## src/hw/tcc_regs.vh

```
// Register map, field positions, reset values and timing for the channel
`ifndef TCC_REGS_VH
`define TCC_REGS_VH
// Register indices; not all are multiples of four
`define TCC_IDX_RUN        16'hf030
`define TCC_IDX_CTRL       16'hf040
`define TCC_IDX_MODE       16'hf041
`define TCC_IDX_IOFN       16'hf042
`define TCC_IDX_CNT        16'hf046
`define TCC_IDX_CMPA       16'hf048
// Byte addresses, four times the index
`define TCC_ADDR_RUN       18'h3c0c0
`define TCC_ADDR_CTRL      18'h3c100
`define TCC_ADDR_MODE      18'h3c104
`define TCC_ADDR_IOFN      18'h3c108
`define TCC_ADDR_CNT       18'h3c118
`define TCC_ADDR_CMPA      18'h3c120
// Field positions
`define TCC_RUN_BIT        1
`define TCC_CLR_HI         6
`define TCC_CLR_LO         5
`define TCC_PSC_HI         2
`define TCC_PSC_LO         0
`define TCC_MODE_HI        1
`define TCC_MODE_LO        0
`define TCC_FN_HI          3
`define TCC_FN_LO          0
// Field codes
`define TCC_CLR_CMPA       2'h1
`define TCC_PSC_DIV4       3'h1
`define TCC_MODE_NORMAL    2'h0
`define TCC_FN_TOGGLE      4'h3
// Reset values
`define TCC_RST_CNT        16'h0000
`define TCC_RST_CMPA       16'hffff
`define TCC_RST_BYTE       8'h00
// Prescale: one enable per four clocks
`define TCC_DIV4_CYCLES    2'h3
`endif

```

## src/hw/tcc_prescale.v

```verilog
// Divide-by-four count enable pulse generator
`timescale 1ns/1ns
`include "tcc_regs.vh"
module tcc_prescale (
    // Clock and reset
    input  wire       ref_clk_in,
    input  wire       rst_in,
    // Control
    input  wire       run_in,
    // Enable pulse
    output reg        tick_out
);
    reg [1:0] div_q;

    // Divider free-runs only while run_in is high, so start phase is fixed
    always @(posedge ref_clk_in or posedge rst_in) begin
        if (rst_in) begin
            div_q    <= 2'h0;
            tick_out <= 1'b0;
        end else if (!run_in) begin
            div_q    <= 2'h0;
            tick_out <= 1'b0;
        end else begin
            tick_out <= (div_q == `TCC_DIV4_CYCLES);
            div_q    <= div_q + 2'h1;
        end
    end
endmodule // tcc_prescale

```

## src/hw/tcc_channel.v

```verilog
// Timer channel with compare-match toggle output and APB registers
//
// Notes on behaviour
// - Function code 0011 makes pin compare output
// - Pin starts low, toggles on each match
// - Counter is 16-bit read/write, reset zero
// - General register is 16-bit read/write compare
// - General register resets to all ones
// - Clear select 01 clears counter on match
// - Prescale 001 counts at clock over four
// - Counter runs only while run bit set
// - Mode 00 selects normal up counting
//
// The implementer's own choice: the APB register port.
`timescale 1ns/1ns
`include "tcc_regs.vh"
module tcc_channel (
    // Clock and reset
    input  wire        ref_clk_in,
    input  wire        rst_in,
    // APB slave
    input  wire        psel_in,
    input  wire        penable_in,
    input  wire        pwrite_in,
    input  wire [17:0] paddr_in,
    input  wire [31:0] pwdata_in,
    output reg  [31:0] prdata_out,
    output reg         pready_out,
    output reg         pslverr_out,
    // Pin
    output reg         compare_toggle_pin_out,
    output reg         compare_toggle_pin_oe_out
);
    reg  [7:0]  counter_run_control_q;
    reg  [7:0]  channel_control_q;
    reg  [7:0]  channel_mode_reg_q;
    reg  [7:0]  channel_io_function_q;
    reg  [15:0] channel_counter_q;
    reg  [15:0] channel_compare_a_q;
    reg  [15:0] cnt_d;
    reg  [31:0] rd_d;
    reg         hit_d;
    wire        tick;
    wire        run;
    wire        toggle_mode;
    wire        clear_on_match;
    wire        psc_div4;
    wire        mode_normal;
    wire        count_cfg;
    wire        match;
    wire        access_first;
    wire        wr;
    wire        cnt_wr;
    wire        sel_run;
    wire        sel_ctrl;
    wire        sel_mode;
    wire        sel_iofn;
    wire        sel_cnt;
    wire        sel_cmpa;
    wire        sel_any;

    // Address decode, one select per register
    assign sel_run  = (paddr_in == `TCC_ADDR_RUN);
    assign sel_ctrl = (paddr_in == `TCC_ADDR_CTRL);
    assign sel_mode = (paddr_in == `TCC_ADDR_MODE);
    assign sel_iofn = (paddr_in == `TCC_ADDR_IOFN);
    assign sel_cnt  = (paddr_in == `TCC_ADDR_CNT);
    assign sel_cmpa = (paddr_in == `TCC_ADDR_CMPA);
    // Unmapped addresses answer with an error and no side effect
    assign sel_any  = sel_run | sel_ctrl | sel_mode | sel_iofn
                    | sel_cnt | sel_cmpa;

    // Field decode of the run, control and mode registers
    assign run = counter_run_control_q[`TCC_RUN_BIT];
    assign clear_on_match = (channel_control_q[`TCC_CLR_HI:`TCC_CLR_LO]
                             == `TCC_CLR_CMPA);
    assign psc_div4 = (channel_control_q[`TCC_PSC_HI:`TCC_PSC_LO]
                       == `TCC_PSC_DIV4);
    assign mode_normal = (channel_mode_reg_q[`TCC_MODE_HI:`TCC_MODE_LO]
                          == `TCC_MODE_NORMAL);
    // Other clock sources and modes are not built, so they stall the count
    assign count_cfg = run && psc_div4 && mode_normal;
    // Pin function decode
    assign toggle_mode = (channel_io_function_q[`TCC_FN_HI:`TCC_FN_LO]
                          == `TCC_FN_TOGGLE);
    assign match = tick && (channel_counter_q == channel_compare_a_q);
    // First access cycle: the one edge at which a transfer acts
    assign access_first = psel_in && penable_in && !pready_out;
    assign wr = access_first && pwrite_in;
    assign cnt_wr = wr && sel_cnt;

    // Count enable; stopped divider restarts in phase on run
    tcc_prescale u_div (
        .ref_clk_in (ref_clk_in),
        .rst_in     (rst_in),
        .run_in     (run),
        .tick_out   (tick)
    );

    // Next counter value; a software write beats the count
    always @* begin
        cnt_d = channel_counter_q;
        if (tick && count_cfg) begin
            if (match && clear_on_match)
                cnt_d = 16'h0000;
            else
                cnt_d = channel_counter_q + 16'h0001;
        end
    end

    // Match qualified by the same count conditions
    always @* begin
        hit_d = match && count_cfg;
    end

    // Counter register; a software write lands at the edge that raises
    // pready and wins over a count in the same cycle
    always @(posedge ref_clk_in or posedge rst_in) begin
        if (rst_in) begin
            channel_counter_q <= `TCC_RST_CNT;
        end else if (cnt_wr) begin
            channel_counter_q <= pwdata_in[15:0];
        end else begin
            channel_counter_q <= cnt_d;
        end
    end

    // Run control; only the run bit acts, the rest is storage
    always @(posedge ref_clk_in or posedge rst_in) begin
        if (rst_in) begin
            counter_run_control_q <= `TCC_RST_BYTE;
        end else if (wr && sel_run) begin
            counter_run_control_q <= pwdata_in[7:0];
        end
    end

    // Channel control: clear select, edge bits, prescale select
    always @(posedge ref_clk_in or posedge rst_in) begin
        if (rst_in) begin
            channel_control_q <= `TCC_RST_BYTE;
        end else if (wr && sel_ctrl) begin
            channel_control_q <= pwdata_in[7:0];
        end
    end

    // Channel mode
    always @(posedge ref_clk_in or posedge rst_in) begin
        if (rst_in) begin
            channel_mode_reg_q <= `TCC_RST_BYTE;
        end else if (wr && sel_mode) begin
            channel_mode_reg_q <= pwdata_in[7:0];
        end
    end

    // Pin function; leaving 0011 drops the pin low and releases it
    always @(posedge ref_clk_in or posedge rst_in) begin
        if (rst_in) begin
            channel_io_function_q <= `TCC_RST_BYTE;
        end else if (wr && sel_iofn) begin
            channel_io_function_q <= pwdata_in[7:0];
        end
    end

    // Compare register; full word write only, no byte lanes exist
    always @(posedge ref_clk_in or posedge rst_in) begin
        if (rst_in) begin
            channel_compare_a_q <= `TCC_RST_CMPA;
        end else if (wr && sel_cmpa) begin
            channel_compare_a_q <= pwdata_in[15:0];
        end
    end

    // Pin: low until toggle mode chosen, then flips on each match
    always @(posedge ref_clk_in or posedge rst_in) begin
        if (rst_in) begin
            compare_toggle_pin_out    <= 1'b0;
            compare_toggle_pin_oe_out <= 1'b0;
        end else if (!toggle_mode) begin
            compare_toggle_pin_out    <= 1'b0;
            compare_toggle_pin_oe_out <= 1'b0;
        end else begin
            compare_toggle_pin_oe_out <= 1'b1;
            // First enabled cycle always shows the low start level
            if (hit_d && compare_toggle_pin_oe_out)
                compare_toggle_pin_out <= ~compare_toggle_pin_out;
        end
    end

    // Read mux; unmapped addresses read zero with an error
    // A counter read returns the value at the first access edge
    always @* begin
        rd_d = 32'h00000000;
        case (paddr_in)
            `TCC_ADDR_RUN:  rd_d = {24'h000000, counter_run_control_q};
            `TCC_ADDR_CTRL: rd_d = {24'h000000, channel_control_q};
            `TCC_ADDR_MODE: rd_d = {24'h000000, channel_mode_reg_q};
            `TCC_ADDR_IOFN: rd_d = {24'h000000, channel_io_function_q};
            `TCC_ADDR_CNT:  rd_d = {16'h0000, channel_counter_q};
            `TCC_ADDR_CMPA: rd_d = {16'h0000, channel_compare_a_q};
            default:        rd_d = 32'h00000000;
        endcase
    end

    // One wait state: ready one cycle into the access phase
    // Fixed answer time keeps the decode free of any state machine
    always @(posedge ref_clk_in or posedge rst_in) begin
        if (rst_in) begin
            pready_out  <= 1'b0;
            pslverr_out <= 1'b0;
            prdata_out  <= 32'h00000000;
        end else if (access_first) begin
            pready_out  <= 1'b1;
            prdata_out  <= pwrite_in ? 32'h00000000 : rd_d;
            pslverr_out <= !sel_any;
        end else begin
            pready_out  <= 1'b0;
            pslverr_out <= 1'b0;
        end
    end
endmodule // tcc_channel

```

## config.mk

```make
export PLATFORM = sky130hd
export DESIGN_NAME = tcc_channel
export DESIGN_NICKNAME = d
export VERILOG_FILES = /design/src/hw/tcc_prescale.v /design/src/hw/tcc_channel.v
export VERILOG_INCLUDE_DIRS = /design/src /design/src/hw
export SDC_FILE = /design/constraint.sdc
export NUM_CORES = 1
export LEC_CHECK = 0
export ABC_CLOCK_PERIOD_IN_PS = 3400
export BUFFER_PORTS_ARGS = -buffer_cell sky130_fd_sc_hd__buf_4
export CAP_MARGIN = 30
export CORE_UTILIZATION = 56
export DETAILED_ROUTE_END_ITERATION = 8
export PLACE_DENSITY = 0.84
export SYNTH_ARGS = -nofsm -noshare
export SYNTH_HDL_FRONTEND = slang
export SYNTH_SLANG_ARGS = --single-unit
```

## constraint.sdc

```tcl
create_clock -name ref_clk_in -period 3.4 [get_ports ref_clk_in]
set_clock_uncertainty 0.05 [all_clocks]
set_input_delay 0.68 -clock ref_clk_in [delete_from_list [all_inputs] [get_ports ref_clk_in]]
set_output_delay 0.68 -clock ref_clk_in [all_outputs]
set_load 0.1 [all_outputs]
```

; ---- Yosys cells after proc, flatten, opt, wreduce, memory -nomap -nowiden
; Index checks and enable logic that the tools add are counted.
[classes]
n_eq_ne = 12
reduce_logical = 20
n_mux = 12
bitwise = 6
n_addsub = 2
[ops]
columns = cell, count
row1 = $eq 18x18->1 const B, 6
row2 = $pmux 16 s6, 1
row3 = $mux 16, 3
row4 = $mux 32, 1
row5 = $add 16x1->16 const B, 1
row6 = $eq 16x16->1, 1
row7 = $logic_and 1x1->1, 16
row8 = $mux 1, 6
row9 = $or 1x1->1, 5
row10 = $eq 4x2->1 const B, 1
row11 = $eq 3x1->1 const B, 1
row12 = $add 2x1->2 const B, 1
row13 = $eq 2x1->1 const B, 1
row14 = $eq 2x2->1 const B, 1
row15 = $logic_not 1->1, 2
row16 = $logic_not 2->1, 1
row17 = $mux 2, 1
row18 = $ne 2x1->1 const B, 1
row19 = $reduce_bool 2->1, 1
row20 = $not 1->1, 1
[word_totals]
register_bits = 103
wordCells = 65
in_bits = 55

; ---- Depth between registers and ports, before layout
; Gate-level depths: netlist of the first run.
[logic_depth]
depth_word = 8
mapped_depth = 8

; ---- Hierarchy
; Synthesis of the first run repeated with hierarchy kept, for this count alone.
[hier_totals]
hier_cells = 412
area_unflattened_um2 = 4559.4
[modules_own_cells]
columns = mod, seq_area_each_um2, cells_per_inst, n_inst, area_per_inst_um2
row1 = tcc_channel, 2122.0, 404, 1, 4441.8
row2 = tcc_prescale, 75.1, 8, 1, 117.6

; ---- Worst setup path before layout of the first run
; OpenSTA, ideal clock, no wires.
[synth_path]
path_kind = input to register
from = in paddr_in[5]
to = reg channel_mode_reg_q[0]
setup_slack_ns = 0.573
cell_stages = 6
arrival_ns = 2.652
required_ns = 3.225
path_cell_list = or4b_1 > or4_1 > or2_0 > buf_2 > nor3b_4 > mux2_2
[synth_between]
elab_chain_cells = 2
[synth_rtl]
columns = item, line_no
row1 = from (decl), tcc_channel.v:25  ; input wire [17:0] paddr_in,
row2 = $eq 18x18->1, n/a
row3 = $logic_and 1x1->1, tcc_channel.v:150  ; end else if (wr && sel_mode) begin
row4 = to (signal assigned), tcc_channel.v:149  ; channel_mode_reg_q <= `TCC_RST_BYTE;
row5 = to (signal assigned), tcc_channel.v:151  ; channel_mode_reg_q <= pwdata_in[7:0];
row6 = to (decl), tcc_channel.v:36  ; reg [7:0] channel_mode_reg_q;
; No other way between the ends.
; A chain may end at the register's enable or synchronous reset.

; ---- Final worst setup path of the first run
[layout_path]
from = in paddr_in[5]
to = reg channel_io_function_q[7]
[layout_between]
elab_chain_cells = 2
[layout_rtl]
columns = item, line_no
row1 = $eq 18x18->1, n/a
row2 = $logic_and 1x1->1, tcc_channel.v:159  ; end else if (wr && sel_iofn) begin
row3 = to (signal assigned), tcc_channel.v:158  ; channel_io_function_q <= `TCC_RST_BYTE;
row4 = to (signal assigned), tcc_channel.v:160  ; channel_io_function_q <= pwdata_in[7:0];
row5 = to (decl), tcc_channel.v:37  ; reg [7:0] channel_io_function_q;
; No other way between the ends.

==> summary.md, run 1 <==
| Metric | Value |
|---|---|
| Initial antenna violation count | 0 |
| Distinct cells, synth | 49 |
| DRT Pass-1 Iters | 5 |
| Die area | 8790 µm² |
| Sw Share | ~27% |
| Hold Buf Count CTS | 0 |
| Setup TNS | 0 ns |
| Sw power | 0.000566 W |
| Post-CTS Setup Bufs | 0 |
| Cell Pwr Density | 381 nW/µm² |
| CTS tree | yes |
| Total Routing Usage GR | 28.4% |
| IO Pins | approximately 90 |
| Gpl congestion | about 0.9 |
| CP Launch Type | primary input |
| Period utilization | 83.5% |
| Antenna Nets Post-Route | 0 |
| Outcome | complete, no violations |
| Peak VDD IR | 0.292 mV |
| DIE HEIGHT | 93.7 µm |
| Commonest cells after routing, fill and taps aside | dfrtp_1, buf_4, mux2_2 |
| Final nets | 576 |
| Die Wd | 93.7 µm |
| Syn avg cell area | about 10 µm² |
| Most used DFF post-synth | dfrtp_1 |
| Clk pwr share | about two fifths |
| DRC viols | 0 |
| Placed Instances | between 600 and 700 |
| Worst hold path class | in2async |
| Nature of the critical path endpoint | flop |
| Proportion of layout cells with a drive suffix above 1 | slightly above 30% |
| Ys Warns | 0 |
| TritonCTS Buffers | 9 |
| Drt first-iter violations | about 480 |
| Worst R2R Start | channel_mode_reg_q[1] |
| Seq cells post-synth | 87 |
| Tot Pwr | 0.00207 W |
| Asr flop ratio synth | 100% |
| Sink Count | 87 |
| Final wirelength | 11600 µm |
| Final instance area | 5440 µm² |
| Pre-CTS WS | 0.175 ns |
| Fin cells | 629 |
| Leading cell type in the layout, fill and taps excluded | dfrtp_1 |
| Standard-cell rows | 33 |
| DP HPWL | 8230 µm |
| Bufs on Longest Clock Path | 2 |
| CP Class | in2reg |
| Core Footprint | about 8200 µm² |
| H-Tree Depth | 3 |
| R2r setup slk | about 0.72 ns |
| Worst-path fanout max | 8 |
| Register area share after synthesis | about 47% |
| Routed length per placed instance | 18.5 µm |
| Clock latency on the worst-skew pair | 0.38 ns |
| Area grow syn2layout | 15.4% |
| First-pass GRT wire length | 19000 µm |
| Fin crit period | ~2.8 ns |
| Max cap viols | 0 |
| Port bufs | 58 |
| Final setup margin | 0.560 ns |
| Gr ovfl total | 0 |
| Vias per cell | 6.26 |
| Fillers | 629 |
| Syn Inst Count | 464 |
| Setup Viol. Count Final | 0 |
| Synthesized area | 4710 µm² |
| Setup crit start | paddr_in[5] |
| Hold Vio Cnt, Final | 0 |
| DR vias | 3936 |
| RSZ-0062 raised after global routing | false |
| Critical Path RT | 3.61 ns |
| Vias in the first global route | 3860 |
| Fin. max-slew vios | 0 |
| Clk Tree Root Cell | clkbuf_8 |
| Internal Pwr Total | around 0.0015 W |
| Pleak | 2.48 nW |
| Worst Max-Slew Pin Slew | 0.900 ns |
| FMAX | 352 MHz |
| Combinational group share of total power | 9.0% |
| Largest net degree at the start of global routing | 49 |
| Worst slew margin | about two fifths |
| CTS-repair resized insts | 0 |
| DP Area | about 5200 µm² |
| Clk slew on worst S/H paths | 0.10 ns |
| Post-synth EDFFs | 0 |
| Antenna Cells | 0 |
| Initial Utilization | between 50% and 60% |
| Crit path DAT | roughly 3.1 ns |
| Reg power frac | 50.0% |
kinds of logic after synthesis:
logic type	synth area share (%)
XOR/XNOR	2.97
other	0.0796
buffers and inverters	6.37
AO/OA/AOI/OAI	12.8
multiplexers	12.6
AND/OR/NAND/NOR	17.9
adder cells (fa/ha/maj)	0.531
flip-flops	46.6
synthesized netlist by cell type, drive strengths merged, types with 5 or more instances:
library cell  number  area [µm²]
clkbuf            17        63.8
o21ai             18        90.1
nor4              15         100
a2111oi            8        70.1
a21oi             18        90.1
mux2              52         586
buf               24         158
a31oi              5        31.3
and2               7        43.8
xnor2             16         140
nand4              6        37.5
nor2              19        71.3
nand2             33         124
inv               21        78.8
o22ai              9        56.3
a22oi             16         120
nor3              28         179
nand2b             5        31.3
dfstp             16         420
nand3             12        65.1
or3                5        31.3
dfrtp             71        1780
registers in the layout, indices dropped and copies added, names as in the netlist, 2 cells and up:
| signal | count |
|---|---|
| channel_compare_a_q | 16 |
| channel_control_q | 8 |
| channel_counter_q | 16 |
| channel_io_function_q | 8 |
| channel_mode_reg_q | 8 |
| counter_run_control_q | 8 |
| prdata_out | 16 |
| u_div.div_q | 2 |
power by group through the flow:
| stage | Sequential, W | Combinational [W] | Clock (W) |
|---|---|---|---|
| after detailed placement | 0.00106 | 0.000186 | 0 |
| final | 0.00104 | 0.000186 | 0.000848 |
| after CTS | 0.00104 | 0.000187 | 0.000846 |
| after global routing | 0.00104 | 0.000198 | 0.000893 |
| after global placement | 0.00106 | 0.000184 | 0 |
| after floorplan | 0.00107 | 0.000128 | 0 |
final timing paths:
| kind | endpoint | depth (start not counted) |
|---|---|---|
| setup / recovery | channel_io_function_q[7] | 6 |
| hold / removal | compare_toggle_pin_out | 2 |
| setup reg to reg | channel_counter_q[9] | 6 |
| hold reg to reg | u_div.div_q[0] | 1 |
| max in group asynchronous | channel_compare_a_q[0] | 3 |
| min in group ref_clk_in | u_div.div_q[0] | 1 |
worst max-delay path: stages:
cell    delay, ns
buf_4        0.12
or4b_1       0.51
or4_1        0.43
or2_0        0.39
nor3_4       0.53
mux2_2       0.39
per-stage QoR:
step / util (%) / hold WS [ns]
after floorplan: - / 0.353
after detailed placement: 63.7 / 0.378
after global placement: 63.7 / 0.366
final: 66.5 / 0.388
after global routing: 66.5 / 0.408
after CTS: 66.5 / 0.392
area by class of cell:
cell class                      instances  area, µm²  share of cell area [%]
Inverter                               21       80.1                    1.47
Clock inverter                          7        108                    1.98
Clock buffer                            9        124                    2.28
Timing Repair Buffer                   70        526                    9.66
Tap cell                              105        131                    2.42
Multi-Input combinational cell        330       2270                    41.8
Sequential cell                        87       2200                    40.4
routing by layer:
layer,wire length [µm],track usage [%],part of all wire (%),up-vias
met5,0,0,0,-
met2,5710,45.2,49,233
met1,4820,38.3,41,1901
met3,918,5.42,7.9,20
li1,-,-,-,1782
met4,200,11.2,1.7,0
Note: power is estimated with default switching activity, not from simulation.
==> inputs of run 2 (changes only) <==
- ABC_CLOCK_PERIOD_IN_PS: 3400 -> 2500
- CORE_UTILIZATION: 56 -> 50
- PLACE_DENSITY: 0.84 -> 0.79
- clock period: 3.4 -> 2.5 ns (I/O delays scaled with it)
==> run 2 against run 1 <==
  * Worst setup slack got worse by 0.46 ns
  * Non-clock buffer count grew 23
  * Power rose by 25%
  * Die area up 12%
  * Sequential cell count unchanged
  * First-iteration DRC count fell by 39%
  * Hold slack worse by 0.17 ns
  * Highest routed layer unchanged
==> summary.md, run 2 (synthesized netlist as in run 1, its figures left out) <==
| Metric | Value |
|---|---|
| Outcome | complete, no violations |
| CTS tree | yes |
| Worst Max-Slew Pin Slew | 0.833 ns (-0.0677 ns) |
| Max cap viols | 0 (unchanged) |
| Worst slew margin | 43.1% (+4.6 points) |
| Fin. max-slew vios | 0 (unchanged) |
| Critical Path RT | 2.70 ns (-0.91 ns) |
| H-Tree Depth | 3 (unchanged) |
| Tot Pwr | 0.00260 W (+25%) |
| Gpl congestion | 0.925 (+5.1%) |
| Peak VDD IR | 0.377 mV (+29%) |
| Sink Count | 87 (unchanged) |
| Die Wd | 99.1 µm (+5.7%) |
| Final nets | 599 (+4.0%) |
| Hold Buf Count CTS | 0 (unchanged) |
| Fin util | 61.4% (-5.1 points) |
| Drt first-iter violations | 292 (-39%) |
| Crit path DAT | 2.60 ns (-0.45 ns) |
| Reg2reg path depth | 6 (unchanged) |
| Worst hold path class | in2async |
| DR vias | 3954 (+0.46%) |
| CP Launch Type | primary input |
| Pleak | 2.57 nW (+3.9%) |
| Core Footprint | 9200 µm² (+12%) |
| Total Routing Usage GR | 25.6% (-2.8 points) |
| Nature of the critical path endpoint | flop |
| Crit Reg-Reg Endpoint | channel_counter_q[6] |
| Cell Pwr Density | 460 nW/µm² (+21%) |
| Multi-input gate area | 2290 µm² (+0.77%) |
| Clk slew on worst S/H paths | 0.09 ns (about the same) |
| DRT Pass-1 Iters | 5 (unchanged) |
| Commonest cells after routing, fill and taps aside | buf_4, dfrtp_1, mux2_2 |
| Initial Utilization | 51.3% (-6.4 points) |
| Largest net degree at the start of global routing | 88 (+80%) |
| Fillers | 750 (+19%) |
| DP HPWL | 8550 µm (+4.0%) |
| Bufs on Longest Clock Path | 2 (unchanged) |
| Standard-cell rows | 35 (+6.1%) |
| Die area | 9820 µm² (+12%) |
| Hold Vio Cnt, Final | 0 (unchanged) |
| Worst-path fanout max | 4 (-4) |
| Setup Viol. Count Final | 0 (unchanged) |
| Antenna Cells | 0 (unchanged) |
| First-pass GRT wire length | 19500 µm (+2.9%) |
| Antenna Nets Post-Route | 0 (unchanged) |
| Clk Tree Root Cell | clkbuf_8 |
| Hold Slack | 0.213 ns (-0.175 ns) |
| Period utilization | 96.0% |
| DRC viols | 0 (unchanged) |
| Fin crit period | 2.40 ns |
| Vias per cell | 6.01 (-4.0%) |
| Worst R2R Start | channel_compare_a_q[1] |
| R2r setup slk | 0.20 ns (-0.52 ns) |
| TritonCTS Buffers | 9 (unchanged) |
| Largest regs | channel_compare_a_q (16), channel_counter_q (16), prdata_out (16) |
| RSZ-0062 raised after global routing | false |
| Final wirelength | 11700 µm (+0.53%) |
| Routed length per placed instance | 17.8 µm (-3.9%) |
| Vias in the first global route | 3900 (+1.0%) |
| DIE HEIGHT | 99.1 µm (+5.7%) |
| Initial antenna violation count | 0 (unchanged) |
| IO Pins | 91 (unchanged) |
| Clock latency on the worst-skew pair | 0.37 ns (about the same) |
| Proportion of layout cells with a drive suffix above 1 | 34.2% (+3.1 points) |
| Register area | 2200 µm² (about the same) |
| Area grow syn2layout | 19.8% |
| Port bufs | 58 (unchanged) |
| Leading cell type in the layout, fill and taps excluded | buf_4 |
| FMAX | 417 MHz |
| Gr ovfl total | 0 (unchanged) |
| CP Class | in2reg |
-- run 2: metal layers --
metal / track usage, % / share of wire [%] / vias to the layer above
li1: - / - / 1827
met1: 33.5 / 41 / 1943
met2: 42.5 / 50 / 156
met3: 5.69 / 7.1 / 28
met4: 8.37 / 1.9 / 0
met5: 0 / 0 / -
-- run 2: where the power goes --
group | internal (W) | total (W) | switching (W)
clock | 0.000391 | 0.000925 | 0.000534
combinational | 0.0000607 | 0.000263 | 0.000203
sequential | 0.00141 | 0.00141 | 0.000000683
-- run 2: worst max-delay path by stage --
stage | from | endpoint | slack (ns) | depth (start not counted)
floorplan | paddr_in[5] | channel_mode_reg_q[0] | -0.12 | 6
global placement | paddr_in[5] | channel_control_q[7] | -0.37 | 7
detailed placement | paddr_in[5] | channel_mode_reg_q[4] | -0.41 | 7
CTS | paddr_in[5] | channel_io_function_q[1] | 0.03 | 7
global route | paddr_in[5] | channel_counter_q[6] | 0.01 | 8
finish | paddr_in[5] | channel_io_function_q[1] | 0.10 | 7
-- run 2: metrics by stage --
step,setup TNS [ns],worst slack [ns],std cells,cell area [µm²]
5_1_grt,0,0.0133,658,5650
3_5_place_dp,-11.81,-0.406,641,5450
6_report,0,0.101,658,5650
2_1_floorplan,-2.93,-0.124,479,4790
4_1_cts,0,0.0261,657,5630
3_3_place_gp,-10.92,-0.368,641,5450
-- run 2: layout make-up --
cell class                      count  area share (%)
Multi-Input combinational cell    330            40.6
Sequential cell                    87            38.9
Timing Repair Buffer               93            13.3
Tap cell                          111            2.46
Clock buffer                       10            2.44
Inverter                           21            1.46
Clock inverter                      6           0.798
-- run 2: critical path, stage by stage --
cell and delay (ns):
buf_4 0.11, or4b_1 0.52, or4_1 0.44, or2_4 0.30, nor3_4 0.22, buf_4 0.21, mux2_4 0.30
-- run 2: timing repair --
| action | CTS | global route |
|---|---|---|
| endpoints found under the setup margin | 24 | 24 |
| resized for setup | 1 | 1 |
| buffers inserted | 0 | 0 |
